===== config.mk =====
export PLATFORM = sky130hd
export DESIGN_NAME = uhis_top
export DESIGN_NICKNAME = d
export VERILOG_FILES = /design/src/design/uhis_pad.sv /design/src/design/uhis_pkg.sv /design/src/design/uhis_fifo_if.sv /design/src/design/uhis_top.sv /design/src/design/uhis_tstat_fifo.sv
export SDC_FILE = /design/constraint.sdc
export NUM_CORES = 1
export LEC_CHECK = 0
export BUFFER_PORTS_ARGS = -buffer_cell sky130_fd_sc_hd__buf_2
export CAP_MARGIN = 15
export CORE_MARGIN = 1
export CORE_UTILIZATION = 30
export CTS_CLUSTER_SIZE = 25
export DETAILED_ROUTE_END_ITERATION = 6
export MAX_ROUTING_LAYER = met4
export SLEW_MARGIN = 10
export SYNTH_ARGS = -nofsm -noshare
export SYNTH_HDL_FRONTEND = slang
export SYNTH_SLANG_ARGS = --single-unit

===== constraint.sdc =====
create_clock -name pclk -period 2 [get_ports pclk]
set_input_delay 0.6 -clock pclk [delete_from_list [all_inputs] [get_ports pclk]]
set_output_delay 0.6 -clock pclk [all_outputs]
set_load 0.02 [all_outputs]

===== src/design/uhis_pad.sv =====
// spare source slot, holds no logic
// assumes nothing of its surroundings
`timescale 1ns/1ps
`default_nettype none
`default_nettype wire


===== src/design/uhis_pkg.sv =====
// constants, offsets and types for the host-mode interrupt status block
// assumes a 25 MHz pclk and a byte-addressed 32-bit apb register window
package uhis_pkg;

  // clock and line timing
  localparam int CLK_PERIOD_NS = 40;
  localparam int T_LINE_NS     = 2500;
  localparam int T_IDLE_MS     = 3;
  localparam int LINE_CYC      = (T_LINE_NS + CLK_PERIOD_NS - 1) / CLK_PERIOD_NS;
  localparam int IDLE_CYC      = (T_IDLE_MS * 1000000 + CLK_PERIOD_NS - 1) / CLK_PERIOD_NS;
  localparam int RUN_W         = 17;

  // register byte offsets
  localparam logic [7:0] OFS_STATUS  = 8'h00;
  localparam logic [7:0] OFS_MASK    = 8'h04;
  localparam logic [7:0] OFS_ERR_ST  = 8'h08;
  localparam logic [7:0] OFS_ERR_EN  = 8'h0C;
  localparam logic [7:0] OFS_TSTAT   = 8'h10;
  localparam logic [7:0] OFS_CTRL    = 8'h14;

  // flag positions in the status word and the low-speed bit of ctrl
  localparam int BIT_STALL  = 7;
  localparam int BIT_ATTACH = 6;
  localparam int BIT_RESUME = 5;
  localparam int BIT_IDLE   = 4;
  localparam int BIT_TOKEN  = 3;
  localparam int BIT_FRAME  = 2;
  localparam int BIT_ERROR  = 1;
  localparam int BIT_DETACH = 0;
  localparam int BIT_LOWSPD = 0;

  // widths and reset values
  localparam int FLAG_W   = 8;
  localparam int STATUS_W = 16;
  localparam int TSTAT_W  = 8;
  localparam int FIFO_DEPTH = 4;
  localparam int FIFO_AW    = 2;
  localparam int FIFO_CW    = 3;
  localparam logic [FLAG_W-1:0] FLAGS_RST  = 8'h00;
  localparam logic [FLAG_W-1:0] MASK_RST   = 8'h00;
  localparam logic [FLAG_W-1:0] ERR_ST_RST = 8'h00;
  localparam logic [FLAG_W-1:0] ERR_EN_RST = 8'h00;
  localparam logic [FLAG_W-1:0] CTRL_RST   = 8'h00;
  localparam logic [FLAG_W-1:0] W1C_MASK   = 8'hFD;

  // bus line state as {d_plus, d_minus}
  typedef enum logic [1:0] {
    LS_SE0 = 2'b00,
    LS_DM  = 2'b01,
    LS_DP  = 2'b10,
    LS_SE1 = 2'b11
  } uhis_line_t;

endpackage


===== src/design/uhis_fifo_if.sv =====
// carrier between the status block and its transfer status store
// assumes both ends share pclk
`timescale 1ns/1ps
`default_nettype none
interface uhis_fifo_if;
  logic                          push;
  logic                          pop;
  logic [uhis_pkg::TSTAT_W-1:0]  push_data;
  logic [uhis_pkg::TSTAT_W-1:0]  head;
  logic                          empty;
  logic                          full;
  logic [uhis_pkg::FIFO_CW-1:0]  count;

  modport owner (output push, output pop, output push_data,
                 input head, input empty, input full, input count);
  modport store (input push, input pop, input push_data,
                 output head, output empty, output full, output count);
endinterface
`default_nettype wire


===== src/design/uhis_top.sv =====
// host-mode interrupt status flags with apb register access
// assumes bus line inputs and event pulses are synchronous to pclk
// Overview of operation
// - the upper eight bits of the status word read zero and ignore writes.
// - a sent stall handshake sets the stall flag, held until software clears it.
// - a non-se0 line with no activity for 2.5 us sets the attach flag.
// - a k-state held 2.5 us sets the resume flag, k depending on the bus speed.
// - an idle line held 3 ms or longer sets the idle flag.
// - a finished token sets the token flag and its status is readable unless the four-entry fifo is already full.
// - a reached frame threshold or a received frame token sets the frame flag.
// - the error flag is read-only and shows only errors whose enable bit is set.
// - a detach sets the detach flag, and it cannot set again until se0 is left.
// - a flag other than the error flag clears only by writing one to it, writing zero leaves it alone.
// - clearing the token flag advances the transfer status fifo.
`timescale 1ns/1ps
`default_nettype none
module uhis_top #(
  parameter int IDLE_CYCLES = uhis_pkg::IDLE_CYC
) (
  input  wire logic        pclk,
  input  wire logic        presetn,
  input  wire logic        psel,
  input  wire logic        penable,
  input  wire logic        pwrite,
  input  wire logic [7:0]  paddr,
  input  wire logic [31:0] pwdata,
  output logic      [31:0] prdata,
  output logic             pready,
  output logic             pslverr,
  input  wire logic        line_dp,
  input  wire logic        line_dm,
  input  wire logic        stall_sent,
  input  wire logic        token_done,
  input  wire logic [7:0]  token_status,
  input  wire logic        sof_received,
  input  wire logic        sof_threshold,
  input  wire logic [7:0]  error_events,
  output logic             irq
);
  localparam int FW = uhis_pkg::FLAG_W;

  uhis_fifo_if f ();

  logic [FW-1:0]              flags_r;
  logic [FW-1:0]              set_v;
  logic [FW-1:0]              clr_v;
  logic [FW-1:0]              mask_r;
  logic [FW-1:0]              err_st_r;
  logic [FW-1:0]              err_en_r;
  logic [FW-1:0]              ctrl_r;
  logic [FW-1:0]              flag_view;
  logic [uhis_pkg::STATUS_W-1:0] status_word;
  logic [uhis_pkg::RUN_W-1:0] run_cnt_r;
  uhis_pkg::uhis_line_t       line_r;
  uhis_pkg::uhis_line_t       line_now;
  uhis_pkg::uhis_line_t       kstate;
  uhis_pkg::uhis_line_t       jstate;
  logic                       changed;
  logic                       hit_line;
  logic                       hit_idle;
  logic                       detach_armed_r;
  logic                       err_flag;
  logic                       setup;
  logic                       wr_acc;
  logic                       wr_status;
  logic                       tok_pop;
  logic                       mapped;
  logic [31:0]                rd_mux;

  // apb decode
  assign setup     = psel && !penable;
  assign wr_acc    = psel && penable && pwrite;
  assign wr_status = wr_acc && (paddr == uhis_pkg::OFS_STATUS);
  assign pready    = 1'b1;
  assign mapped    = (paddr == uhis_pkg::OFS_STATUS) || (paddr == uhis_pkg::OFS_MASK) ||
                     (paddr == uhis_pkg::OFS_ERR_ST) || (paddr == uhis_pkg::OFS_ERR_EN) ||
                     (paddr == uhis_pkg::OFS_TSTAT)  || (paddr == uhis_pkg::OFS_CTRL);

  // line state tracking
  assign line_now = uhis_pkg::uhis_line_t'({line_dp, line_dm});
  assign kstate   = ctrl_r[uhis_pkg::BIT_LOWSPD] ? uhis_pkg::LS_DP : uhis_pkg::LS_DM;
  assign jstate   = ctrl_r[uhis_pkg::BIT_LOWSPD] ? uhis_pkg::LS_DM : uhis_pkg::LS_DP;
  assign changed  = (line_now != line_r);
  assign hit_line = !changed && (run_cnt_r == uhis_pkg::RUN_W'(uhis_pkg::LINE_CYC - 1));
  assign hit_idle = !changed && (run_cnt_r == uhis_pkg::RUN_W'(IDLE_CYCLES - 1));

  always_ff @(posedge pclk or negedge presetn) begin
    if (!presetn) begin
      line_r    <= uhis_pkg::LS_SE0;
      run_cnt_r <= '0;
    end else begin
      line_r <= line_now;
      if (changed) begin
        run_cnt_r <= '0;
      end else if (run_cnt_r != uhis_pkg::RUN_W'(IDLE_CYCLES)) begin
        run_cnt_r <= run_cnt_r + uhis_pkg::RUN_W'(1'b1);
      end
    end
  end

  // detach re-arm once se0 is left
  always_ff @(posedge pclk or negedge presetn) begin
    if (!presetn) begin
      detach_armed_r <= 1'b1;
    end else if (set_v[uhis_pkg::BIT_DETACH]) begin
      detach_armed_r <= 1'b0;
    end else if (line_r != uhis_pkg::LS_SE0) begin
      detach_armed_r <= 1'b1;
    end
  end

  // hardware set events
  always_comb begin
    set_v = '0;
    set_v[uhis_pkg::BIT_STALL]  = stall_sent;
    set_v[uhis_pkg::BIT_ATTACH] = hit_line && (line_r != uhis_pkg::LS_SE0);
    set_v[uhis_pkg::BIT_RESUME] = hit_line && (line_r == kstate);
    set_v[uhis_pkg::BIT_IDLE]   = hit_idle && (line_r == jstate);
    set_v[uhis_pkg::BIT_TOKEN]  = f.push || (tok_pop && (f.count > 3'h1));
    set_v[uhis_pkg::BIT_FRAME]  = sof_received || sof_threshold;
    set_v[uhis_pkg::BIT_DETACH] = hit_line && (line_r == uhis_pkg::LS_SE0) &&
                                  detach_armed_r;
  end

  // write-one clear on status register writes only, error bit excluded by W1C_MASK
  assign clr_v = wr_status ? (pwdata[FW-1:0] & uhis_pkg::W1C_MASK) : '0;

  // flag storage, set beats clear
  genvar gi;
  generate
    for (gi = 0; gi < FW; gi++) begin : g_flag
      always_ff @(posedge pclk or negedge presetn) begin
        if (!presetn) begin
          flags_r[gi]  <= uhis_pkg::FLAGS_RST[gi];
          err_st_r[gi] <= uhis_pkg::ERR_ST_RST[gi];
        end else begin
          flags_r[gi] <= set_v[gi] | (flags_r[gi] & ~clr_v[gi]);
          if (error_events[gi]) begin
            err_st_r[gi] <= 1'b1;
          end else if (wr_acc && (paddr == uhis_pkg::OFS_ERR_ST) && pwdata[gi]) begin
            err_st_r[gi] <= 1'b0;
          end
        end
      end
    end
  endgenerate

  // read-only error summary
  assign err_flag  = |(err_st_r & err_en_r);
  always_comb begin
    flag_view = flags_r;
    flag_view[uhis_pkg::BIT_ERROR] = err_flag;
  end
  assign status_word = {8'h00, flag_view};

  // transfer status fifo hookup
  assign tok_pop     = wr_status && pwdata[uhis_pkg::BIT_TOKEN] &&
                       flags_r[uhis_pkg::BIT_TOKEN];
  assign f.push      = token_done;
  assign f.push_data = token_status;
  assign f.pop       = tok_pop;

  uhis_tstat_fifo u_fifo (
    .pclk    (pclk),
    .presetn (presetn),
    .f       (f)
  );

  // software configuration registers
  always_ff @(posedge pclk or negedge presetn) begin
    if (!presetn) begin
      mask_r   <= uhis_pkg::MASK_RST;
      err_en_r <= uhis_pkg::ERR_EN_RST;
      ctrl_r   <= uhis_pkg::CTRL_RST;
    end else if (wr_acc) begin
      if (paddr == uhis_pkg::OFS_MASK) begin
        mask_r <= pwdata[FW-1:0];
      end
      if (paddr == uhis_pkg::OFS_ERR_EN) begin
        err_en_r <= pwdata[FW-1:0];
      end
      if (paddr == uhis_pkg::OFS_CTRL) begin
        ctrl_r <= pwdata[FW-1:0] & 8'h01;
      end
    end
  end

  // read mux
  always_comb begin
    rd_mux = 32'h0000_0000;
    unique case (paddr)
      uhis_pkg::OFS_STATUS: rd_mux = {16'h0000, status_word};
      uhis_pkg::OFS_MASK:   rd_mux = {24'h000000, mask_r};
      uhis_pkg::OFS_ERR_ST: rd_mux = {24'h000000, err_st_r};
      uhis_pkg::OFS_ERR_EN: rd_mux = {24'h000000, err_en_r};
      uhis_pkg::OFS_TSTAT:  rd_mux = {24'h000000, f.head};
      uhis_pkg::OFS_CTRL:   rd_mux = {24'h000000, ctrl_r};
      default:              rd_mux = 32'h0000_0000;
    endcase
  end

  // read data and error captured in the setup cycle
  always_ff @(posedge pclk or negedge presetn) begin
    if (!presetn) begin
      prdata  <= 32'h0000_0000;
      pslverr <= 1'b0;
    end else if (setup) begin
      prdata  <= pwrite ? 32'h0000_0000 : rd_mux;
      pslverr <= !mapped;
    end
  end

  // interrupt output
  always_ff @(posedge pclk or negedge presetn) begin
    if (!presetn) begin
      irq <= 1'b0;
    end else begin
      irq <= |(flag_view & mask_r);
    end
  end
endmodule // uhis_top
`default_nettype wire


===== src/design/uhis_tstat_fifo.sv =====
// transfer status store: small fifo of completed token status bytes
// assumes push is dropped when full unless a pop comes in the same cycle, and pop is ignored when empty
`timescale 1ns/1ps
`default_nettype none
module uhis_tstat_fifo (
  input wire logic     pclk,
  input wire logic     presetn,
  uhis_fifo_if.store   f
);
  logic [uhis_pkg::TSTAT_W-1:0] mem [uhis_pkg::FIFO_DEPTH];
  logic [uhis_pkg::FIFO_AW-1:0] wr_r;
  logic [uhis_pkg::FIFO_AW-1:0] rd_r;
  logic [uhis_pkg::FIFO_CW-1:0] cnt_r;
  logic                         do_push;
  logic                         do_pop;

  assign do_push = f.push && (!f.full || f.pop);
  assign do_pop  = f.pop && !f.empty;
  assign f.empty = (cnt_r == 3'h0);
  assign f.full  = (cnt_r == 3'(uhis_pkg::FIFO_DEPTH));
  assign f.count = cnt_r;
  assign f.head  = mem[rd_r];

  // storage array
  always_ff @(posedge pclk) begin
    if (do_push) begin
      mem[wr_r] <= f.push_data;
    end
  end

  // pointers and fill count
  always_ff @(posedge pclk or negedge presetn) begin
    if (!presetn) begin
      wr_r  <= 2'h0;
      rd_r  <= 2'h0;
      cnt_r <= 3'h0;
    end else begin
      if (do_push) begin
        wr_r <= wr_r + 2'h1;
      end
      if (do_pop) begin
        rd_r <= rd_r + 2'h1;
      end
      if (do_push && !do_pop) begin
        cnt_r <= cnt_r + 3'h1;
      end else if (do_pop && !do_push) begin
        cnt_r <= cnt_r - 3'h1;
      end
    end
  end
endmodule // uhis_tstat_fifo
`default_nettype wire


==> flow_summary_export.csv, run 1 <==
group,metric,value,unit
global_routing,antenna_found_initial,0,
clock_network,cts-root-buf,"clkbuf_16",
clock_network,cts.path.max_buffers,2,
global_routing,overflow,0,
die,dieArea,17300,µm²
timing,fin_hold_ws,0.248,ns
pwr,combinationalPowerShare,15.9,%
pwr,internal-power,3.62,mW
finish,drive_gt1_share,31.6,%
worst_setup_path,endpoint_kind,"flop",
pwr,p_leak,2.57,nW
logic_synthesis,ys.flop_type,"dfrtp_1",
die,rows,47,
clock_network,numCtsBuffers,9,
timing,slew_headroom,59.3,%
logic_synthesis,synth.most_common_cell,"dfrtp_1",
clock_network,tritoncts,"built",
clock_network,htreeDepth,3,
global_routing,grt_usage,15.1,%
run,maxCapViolCount,0,
logic_synthesis,yosys.area.top_type,"dfrtp_1",
route,postRouteWirelength,12000,µm
timing,worstMarginPinSlew,0.610,ns
timing,maxSlewViolCount,0,
run_status,status,"completed",
finish,stdcell_area,6130,µm²
logic_synthesis,yosys.area.top_type_share,33.7,%
route,drt_iter0_markers,179,
die,coreArea,16500,µm²
finish,area_delta_synth_final,21.6,%
logic_synthesis,netlist_area,5040,µm²
timing,fmax,503,MHz
logic_synthesis,synth_edf_count,32,
logic_synthesis,yosys_warnings,0,
logic_synthesis,yosys-top-cells-area,"dfrtp_1, edfxtp_1, mux2_2",
timing,final.min_clock_period,1.99,ns
logic_synthesis,syn_area_per_cell,12.0,µm²
die,io_pins,102,
worst_setup_path,startpoint_type,"input pin",
placement,io_buffers,52,
placement,place_congestion,0.824,
worst_setup_path,cp_data_required_time,2.28,ns
die,die_x,132,µm
logic_synthesis,ys_seq_area_share,53.3,%
timing,hold_viol,0,
pwr,p_switching,1.49,mW
timing,rsz0062_at_grt,"yes",
route,drtAntennaViolNets,0,
pwr,powerDensity,834,nW/µm²
pwr,ir_worst_vdd,0.461,mV
pwr,pwr-share-seq,47.8,%
timing,skew,0.00855,ns
route,num_vias,3548,
global_routing,grt_pass1_vias,3644,
hold_path,hold_path.class,"input pin to async pin",
route,drt_pass1_iterations,4,
pwr,switching_share,29.2,%
timing,period_share,99.4,%
timing,fin_ws,0.0114,ns
global_routing,grt_start_max_net_pins,70,
clock_network,hold_buffers,0,
placement,dp_worst_setup_slack,-0.454,ns
timing,tns,0,ns
die,fp.dieH,132,µm
logic_synthesis,synth_cells,419,
logic_synthesis,synth.distinct_cells,60,
worst_setup_path,crit_type,"input pin to flop",
logic_synthesis,ys_ff_latch,101,
clock_network,cts.sinks,101,
clock_network,path_clk_slew,0.08,ns
route,vias_per_cell,4.85,
placement,dp_hpwl,8730,µm
clock_network,insertion_delay,0.36,ns
logic_synthesis,synthArstFlopShare,68.3,%
worst_setup_path,worst_ep_arrival_time,2.27,ns
global_routing,grt_pass1_wl,19600,µm
logic_synthesis,synthTopCellsByCount,"dfrtp_1, nand2_1, edfxtp_1, buf_4",
timing,finalSetupViolations,0,
worst_setup_path,worst-path-max-fanout,2,
die,start_util,30.5,%
pwr,clkPwrFrac,36.3,%
placement,dpl-instance-area,5740,µm²
route,wl_per_cell,16.4,µm
finish,fin_nets,584,
route,drc,0,
-- logic make-up (layout without fill, tap and decap cells) --
group / after synthesis / after routing / synth area share [%]
simple gates: 132 / 132 / 15.1
flops: 101 / 101 / 53.3
compound gates: 56 / 56 / 7.89
buf+inv: 53 / 121 / 6.10
mux: 44 / 44 / 11.2
xor+xnor: 19 / 19 / 3.30
fa+ha+maj: 12 / 12 / 2.98
other cells: 2 / 26 / 0.149
-- critical path, stage by stage --
cell and delay, ns:
buf_6 0.10, or4_4 0.56, buf_6 0.14, nor4_4 0.17
nand2_2 0.13, ha_4 0.18, buf_6 0.11, xor2_1 0.13
o21ai_1 0.15
-- layer usage --
layer	GRT usage, %	routed length [µm]	part of all wire, %
met5	-	0	0
met3	3.32	371	3.1
met2	25.0	6020	50
met1	18.8	5440	45
met4	3.29	153	1.3
-- power by group through the flow --
| stage | sequential [mW] | combinational [mW] | clock [mW] |
|---|---|---|---|
| floorplan | 2.46 | 0.556 | 0 |
| global placement | 2.47 | 0.764 | 0 |
| detailed placement | 2.49 | 0.806 | 0 |
| CTS | 2.45 | 0.812 | 1.91 |
| global route | 2.47 | 0.912 | 1.99 |
| finish | 2.44 | 0.812 | 1.86 |
-- path summary, 6_finish.rpt --
check                         startpoint           endpoint  slack, ns  cells past startpoint
min                              presetn       run_cnt_r[3]       0.25                      2
max in group asynchronous        presetn     detach_armed_r       1.41                      2
max                             paddr[1]  u_fifo.f.count[1]       0.01                      9
max reg2reg                run_cnt_r[11]       run_cnt_r[0]       0.10                      4
min reg2reg                    prdata[4]          prdata[4]       0.47                      2
min in group pclk                line_dm          line_r[0]       0.38                      1
-- per-stage QoR --
stage | total power [mW] | utilization (%) | std cells
after floorplan | 3.01 | - | 442
after global placement | 3.23 | 34.7 | 713
after detailed placement | 3.29 | 34.7 | 713
after CTS | 5.16 | 36.7 | 729
after global routing | 5.37 | 37.1 | 730
final | 5.12 | 37.1 | 731
-- layout by cell type (no fill, tap or decap), types with 7 or more instances in the layout --
cell	synthesis	final
dfrtp_1	68	68
buf_2	6	49
nand2_1	41	40
buf_4	25	36
edfxtp_1	32	32
conb_1	2	25
nor2_1	19	19
mux2_2	19	19
mux2i_1	16	16
xnor2_1	15	15
inv_1	13	13
a22oi_1	11	11
nor4_1	12	11
a21o_1	11	11
ha_1	12	11
clkbuf_16	0	9
o21ai_0	9	8
mux4_2	8	8
nand3b_1	7	7
-- registers in the layout (all words and copies together) (netlist names), 2 cells and up --
| name | count |
|---|---|
| err_en_r | 8 |
| run_cnt_r | 17 |
| prdata | 8 |
| u_fifo.wr_r | 2 |
| u_fifo.rd_r | 2 |
| u_fifo.f.count | 3 |
| u_fifo.mem | 32 |
| flag_view | 7 |
| mask_r | 8 |
| line_r | 2 |
| err_st_r | 8 |
-- final cells by class --
| class | count | area (µm²) |
|---|---|---|
| Clock buffer | 9 | 225 |
| Timing Repair Buffer | 92 | 603 |
| Sequential cell | 101 | 2690 |
| Multi-Input combinational cell | 288 | 2200 |
| Fill cell | 1621 | 10400 |
| Tap cell | 220 | 275 |
| Clock inverter | 7 | 93.8 |
| Antenna cell | 1 | 2.50 |
| Inverter | 13 | 48.8 |
-- repair_timing --
item,4_1_cts,5_1_grt
gates resized for setup,1,12
buffers inserted,0,1
pin swaps,1,5
setup endpoints to repair,5,34
Note: power is estimated with default switching activity, not from simulation.
==> run 2, diff against run 1 <==
--- a/config.mk
+++ b/config.mk
@@ -7,6 +7,7 @@
 export LEC_CHECK = 0
 export BUFFER_PORTS_ARGS = -buffer_cell sky130_fd_sc_hd__buf_2
 export CAP_MARGIN = 15
+export CORE_ASPECT_RATIO = 1.4
 export CORE_MARGIN = 1
 export CORE_UTILIZATION = 30
 export CTS_CLUSTER_SIZE = 25
==> run 2 against run 1 <==
Net effect:
- the run now ends with design-rule violations left
- clock skew is 0.00078 ns higher
- sequential power about the same
- register-to-register slack improved by 0.04 ns
- via count is 2.4% lower
- critical path type unchanged
- largest power group unchanged
- highest routed layer unchanged
==> flow_summary_export.csv, run 2 (synthesis gave the netlist of run 1 again) <==
group,metric,value,unit
timing,period_share,98.4,%
worst_setup_path,endpoint_kind,"flop",
run_status,violations,"design-rule violations",
finish,final.fill_count,1565,
die,rows,55,
timing,rsz0062_at_grt,"yes",
pwr,powerDensity,822,nW/µm²
worst_setup_path,cp_data_required_time,2.27,ns
pwr,ir_worst_vdd,0.660,mV
pwr,p_leak,2.55,nW
run,maxCapViolCount,0,
clock_network,cts.path.max_buffers,2,
clock_network,numCtsBuffers,9,
finish,diodes,0,
timing,final.min_clock_period,1.97,ns
run_status,status,"complete, but fails checks",
global_routing,antenna_found_initial,0,
finish,fin_nets,584,
finish,layout_common_cells,"dfrtp_1, buf_2, nand2_1",
timing,finalSetupViolations,0,
route,drt_iter0_markers,173,
die,coreArea,16300,µm²
finish,largest_reg_flops,32,
clock_network,tritoncts,"built",
clock_network,cts-root-buf,"clkbuf_16",
route,top_layer_used,"met4",
route,dr_wl_met3,372,µm
worst_setup_path,startpoint_type,"input pin",
route,met2WireLength,6030,µm
finish,seq_area,2690,µm²
worst_setup_path,crit_type,"input pin to flop",
route,drc,4,
finish,drive_gt1_share,31.2,%
die,fp.dieH,155,µm
hold_path,hold_path.class,"input pin to async pin",
die,start_util,30.9,%
global_routing,grt_start_max_net_pins,70,
placement,place_congestion,0.855,
die,die_x,112,µm
timing,maxSlewViolCount,0,
placement,dp_hpwl,8570,µm
global_routing,grt_usage,13.9,%
route,wl_met1,4420,µm
worst_setup_path,worst_ep_arrival_time,2.24,ns
global_routing,grt_pass1_wl,18200,µm
global_routing,grt_pass1_vias,3642,
route,drt_pass1_iterations,7,
placement,io_buffers,52,
global_routing,overflow,0,
clock_network,insertion_delay,0.35,ns
timing,worstMarginPinSlew,0.602,ns
timing,fmax,508,MHz
finish,top_register,"u_fifo.mem",
finish,largestRegisters,"u_fifo.mem x32, run_cnt_r x17",
finish,area_delta_synth_final,20.5,%
worst_setup_path,worst-path-max-fanout,3,
timing,fin_hold_ws,0.285,ns
finish,layout_commonest_cell,"dfrtp_1",
timing,hold_viol,0,
clock_network,cts.sinks,101,
clock_network,htreeDepth,3,
die,io_pins,102,
route,postRouteWirelength,11000,µm
clock_network,path_clk_slew,0.08,ns
route,drtAntennaViolNets,0,
pwr,power,5.00,mW
die,dieArea,17300,µm²
route,num_vias,3463,
timing,slew_headroom,59.9,%
route,vias_per_cell,4.88,
finish,multi_input_comb_area,2180,µm²
route,wl_per_cell,15.5,µm
timing,skew,0.00933,ns
run 2: cell types whose count changed in the layout (fill, tap and decap cells not counted), sizes merged:
cell | previous run | this run
inv | 19 | 15
clkinv | 1 | 5
diode | 1 | 0
run 2: worst max-delay path, stage by stage:
cell and delay [ns]:
buf_2 0.11, or3_4 0.39, buf_4 0.16, nor4_4 0.29, nand2_2 0.12, ha_4 0.18, buf_4 0.12, xor2_1 0.13
o21ai_1 0.14
run 2: worst paths after layout:
path                       depth (start not counted)  slack, ns      startpoint                 to
hold / removal                                     2       0.28         presetn                irq
setup reg to reg                                   5       0.14    run_cnt_r[0]      run_cnt_r[16]
min in group pclk                                  1       0.39         line_dp          line_r[1]
max in group asynchronous                          2       1.39         presetn     detach_armed_r
hold reg to reg                                    2       0.48  detach_armed_r     detach_armed_r
setup / recovery                                   9       0.03        paddr[5]  u_fifo.f.count[1]
run 2: area by class of cell:
class	instances	area share (%)
Inverter	13	0.803
Timing Repair Buffer	92	9.70
Tap cell	199	4.10
Clock inverter	7	1.54
Sequential cell	101	44.2
Clock buffer	9	3.71
Multi-Input combinational cell	288	35.9
run 2: stage by stage:
stage                     setup TNS (ns)  setup slack [ns]  utilization [%]  std cells  cell area (µm²)
after floorplan                    -7.03            -0.345                -        442             5170
after global placement            -21.04            -0.360             35.0        692             5720
after detailed placement          -22.39            -0.380             35.0        692             5720
after CTS                              0          0.000864             37.0        708             6030
after global routing              -0.106           -0.0545             37.3        709             6080
final                                  0            0.0311             37.3        709             6080
run 2: timing repair:
| action | CTS | global route |
|---|---|---|
| resized for setup | 0 | 6 |
| setup endpoints to repair | 23 | 42 |
| hold buffers | 0 | 0 |
| setup buffers | 0 | 1 |
| pin swaps | 1 | 0 |
| hold endpoints to repair | 0 | 0 |
run 2: metal layers:
layer,vias up,global-route usage [%]
li1,1653,-
met1,1704,15.0
met2,90,25.6
met3,16,2.57
met4,0,4.38
met5,-,-
run 2: power breakdown:
group | switching, mW | leakage (nW) | internal (mW)
Combinational | 0.435 | 1.23 | 0.351
Clock | 0.867 | 0.153 | 0.903
Sequential | 0.0967 | 1.17 | 2.34
Total | 1.40 | 2.55 | 3.60
==> run 3, diff against run 2 <==
--- a/config.mk
+++ b/config.mk
@@ -7,12 +7,15 @@
 export LEC_CHECK = 0
 export BUFFER_PORTS_ARGS = -buffer_cell sky130_fd_sc_hd__buf_2
 export CAP_MARGIN = 15
+export CELL_PAD_IN_SITES_DETAIL_PLACEMENT = 2
+export CELL_PAD_IN_SITES_GLOBAL_PLACEMENT = 2
 export CORE_ASPECT_RATIO = 1.4
 export CORE_MARGIN = 1
 export CORE_UTILIZATION = 30
 export CTS_CLUSTER_SIZE = 25
 export DETAILED_ROUTE_END_ITERATION = 6
 export MAX_ROUTING_LAYER = met4
+export PLACE_DENSITY = 0.76
 export SLEW_MARGIN = 10
 export SYNTH_ARGS = -nofsm -noshare
 export SYNTH_HDL_FRONTEND = slang
==> run 3 against run 2 <==
Net effect:
- the run ends with design-rule violations, negative setup slack left
- global-route usage grew 4.4 points
- power barely moved
- clock-buffer cell count up 1
- critical path depth did not move
- fmax down 5.8%
- final area rose by 0.95%
- sequential share of layout area is 0.42 points lower
- highest routed layer unchanged
- setup slack lost 0.12 ns
- largest power group unchanged
==> flow_summary_export.csv, run 3 (synthesis gave the netlist of run 1 again) <==
group,metric,value,unit
worst_setup_path,slowest_stage,"or4_4",
die,rows,55,
worst_setup_path,r2r_slack,0.12,ns
worst_setup_path,endpoint_kind,"flop",
die,dieArea,17300,µm²
clock_network,cts.sinks,101,
timing,finalSetupViolations,34,
finish,fin_nets,591,
worst_setup_path,crit_type,"input pin to flop",
finish,final.fill_count,1702,
finish,area_delta_synth_final,21.6,%
timing,final.min_clock_period,2.09,ns
global_routing,grt_pass1_vias,4150,
global_routing,grt_usage,18.3,%
route,drtAntennaViolNets,0,
global_routing,overflow,0,
clock_network,htreeDepth,3,
finish,drive_gt1_share,32.1,%
die,coreArea,16300,µm²
finish,layout_common_cells,"dfrtp_1, buf_2, buf_4",
clock_network,cts-root-buf,"clkbuf_16",
clock_network,path_clk_slew,0.07,ns
global_routing,grt.met2_usage,34.6,%
route,drt_pass1_iterations,7,
worst_setup_path,worst_ep_arrival_time,2.34,ns
route,drc,12,
finish,top_register,"u_fifo.mem",
finish,layout_commonest_cell,"dfrtp_1",
global_routing,antenna_found_initial,1,
finish,largest_reg_flops,32,
worst_setup_path,startpoint_type,"input pin",
finish,seq_area,2690,µm²
die,fp.dieH,155,µm
timing,rsz0062_at_grt,"yes",
clock_network,tritoncts,"built",
timing,worstMarginPinSlew,0.611,ns
timing,fmax,478,MHz
global_routing,grt_util_met3,2.88,%
die,io_pins,102,
global_routing,grtUsageMet1,18.4,%
placement,place_congestion,0.815,
route,vias_per_cell,5.08,
clock_network,insertion_delay,0.34,ns
finish,multi_input_comb_area,2200,µm²
pwr,p_leak,2.58,nW
die,start_util,30.9,%
placement,dp_hpwl,10400,µm
clock_network,numCtsBuffers,9,
worst_setup_path,cp_data_required_time,2.25,ns
timing,period_share,105,%
die,die_x,112,µm
pwr,ir_worst_vdd,0.375,mV
global_routing,busiest_layer,"met2",
pwr,power,4.99,mW
worst_setup_path,worst-path-max-fanout,2,
run,maxCapViolCount,0,
clock_network,cts.path.max_buffers,2,
timing,hold_viol,0,
timing,slew_headroom,59.3,%
global_routing,grt_start_max_net_pins,70,
run_status,violations,"design-rule violations, negative setup slack",
worst_setup_path,rr_startpoint,"u_fifo.f.count[0]",
run_status,status,"complete, but fails checks",
pwr,powerDensity,814,nW/µm²
timing,skew,0.00785,ns
global_routing,grt_pass1_wl,23200,µm
clock_network,hold_buffers,0,
finish,fin_util,37.6,%
finish,largestRegisters,"u_fifo.mem x32, run_cnt_r x17",
route,num_vias,3641,
placement,io_buffers,52,
timing,maxSlewViolCount,0,
worst_setup_path,critical_path.cell_chain,"buf_6 -> or4_4 -> nor4_4 -> buf_4 -> o21a_4 -> ha_4 -> mux2i_1 -> nor2_1 -> xnor2_1",
route,drt_iter0_markers,143,
route,wl_per_cell,20.4,µm
worst_setup_path,crit_start,"paddr[1]",
hold_path,hold_path.class,"input pin to async pin",
worst_setup_path,max_stage_delay,0.55,ns
timing,fin_ws,-0.0903,ns
route,postRouteWirelength,14600,µm
## run 3: changes by cell type in the layout (fill, tap and decap cells not counted), sizes merged
cell / change
clkinv: -2
inv: -2
clkinvlp: +3
buf: +7
clkbuf: +1
diode: +1
## run 3: final timing paths
| kind | endpoint | depth (start not counted) |
|---|---|---|
| min | run_cnt_r[0] | 2 |
| max | u_fifo.f.count[2] | 9 |
| max reg2reg | u_fifo.f.count[1] | 8 |
| min reg2reg | pslverr | 2 |
| min in group pclk | line_r[0] | 1 |
| max in group asynchronous | detach_armed_r | 2 |
## run 3: where the power goes
part           total [mW]  internal (mW)  switching (mW)  leakage [nW]
clock                1.61          0.840           0.772         0.122
combinational       0.915          0.386           0.529          1.28
sequential           2.47           2.35           0.119          1.17
total                4.99           3.57            1.42          2.58
## run 3: area by class of cell
| cell class | instances | share of cell area, % |
|---|---|---|
| Clock inverter | 6 | 0.653 |
| Clock buffer | 10 | 3.73 |
| Timing Repair Buffer | 99 | 11.0 |
| Multi-Input combinational cell | 288 | 35.9 |
| Tap cell | 199 | 4.06 |
| Antenna cell | 1 | 0.0408 |
| Inverter | 13 | 0.795 |
| Sequential cell | 101 | 43.8 |
## run 3: routing by layer
metal	vias up	wire length, µm	share of wire (%)
li1	1670	-	-
met1	1874	5480	37
met2	76	8200	56
met3	21	457	3.1
met4	0	503	3.4
met5	-	0	0
## run 3: critical path: cells and delay by family
family,cells,cell delay (ns)
AOI/OAI and AO/OA,1,0.16
xor gates and xnor gates,1,0.20
adders and majority gates,1,0.14
buffers and inverters,2,0.26
muxes,1,0.18
and+or+nand+nor,3,0.79
## run 3: timing repair
item | in CTS | in global routing
gates resized for setup | 9 | 4
pin swaps | 2 | 3
setup endpoints to repair | 35 | 51
buffers inserted | 4 | 5
## run 3: through the flow
step                setup TNS, ns  worst slack [ns]  instance area, µm²  instances  hold WS [ns]
floorplan                   -7.03            -0.345                5170        442         0.304
global placement           -23.11            -0.428                5740        692         0.456
detailed placement         -26.79            -0.566                5740        692         0.475
CTS                        -0.343           -0.0788                6090        712         0.281
global route                -2.50            -0.152                6130        717         0.305
finish                     -0.920           -0.0903                6130        717         0.256
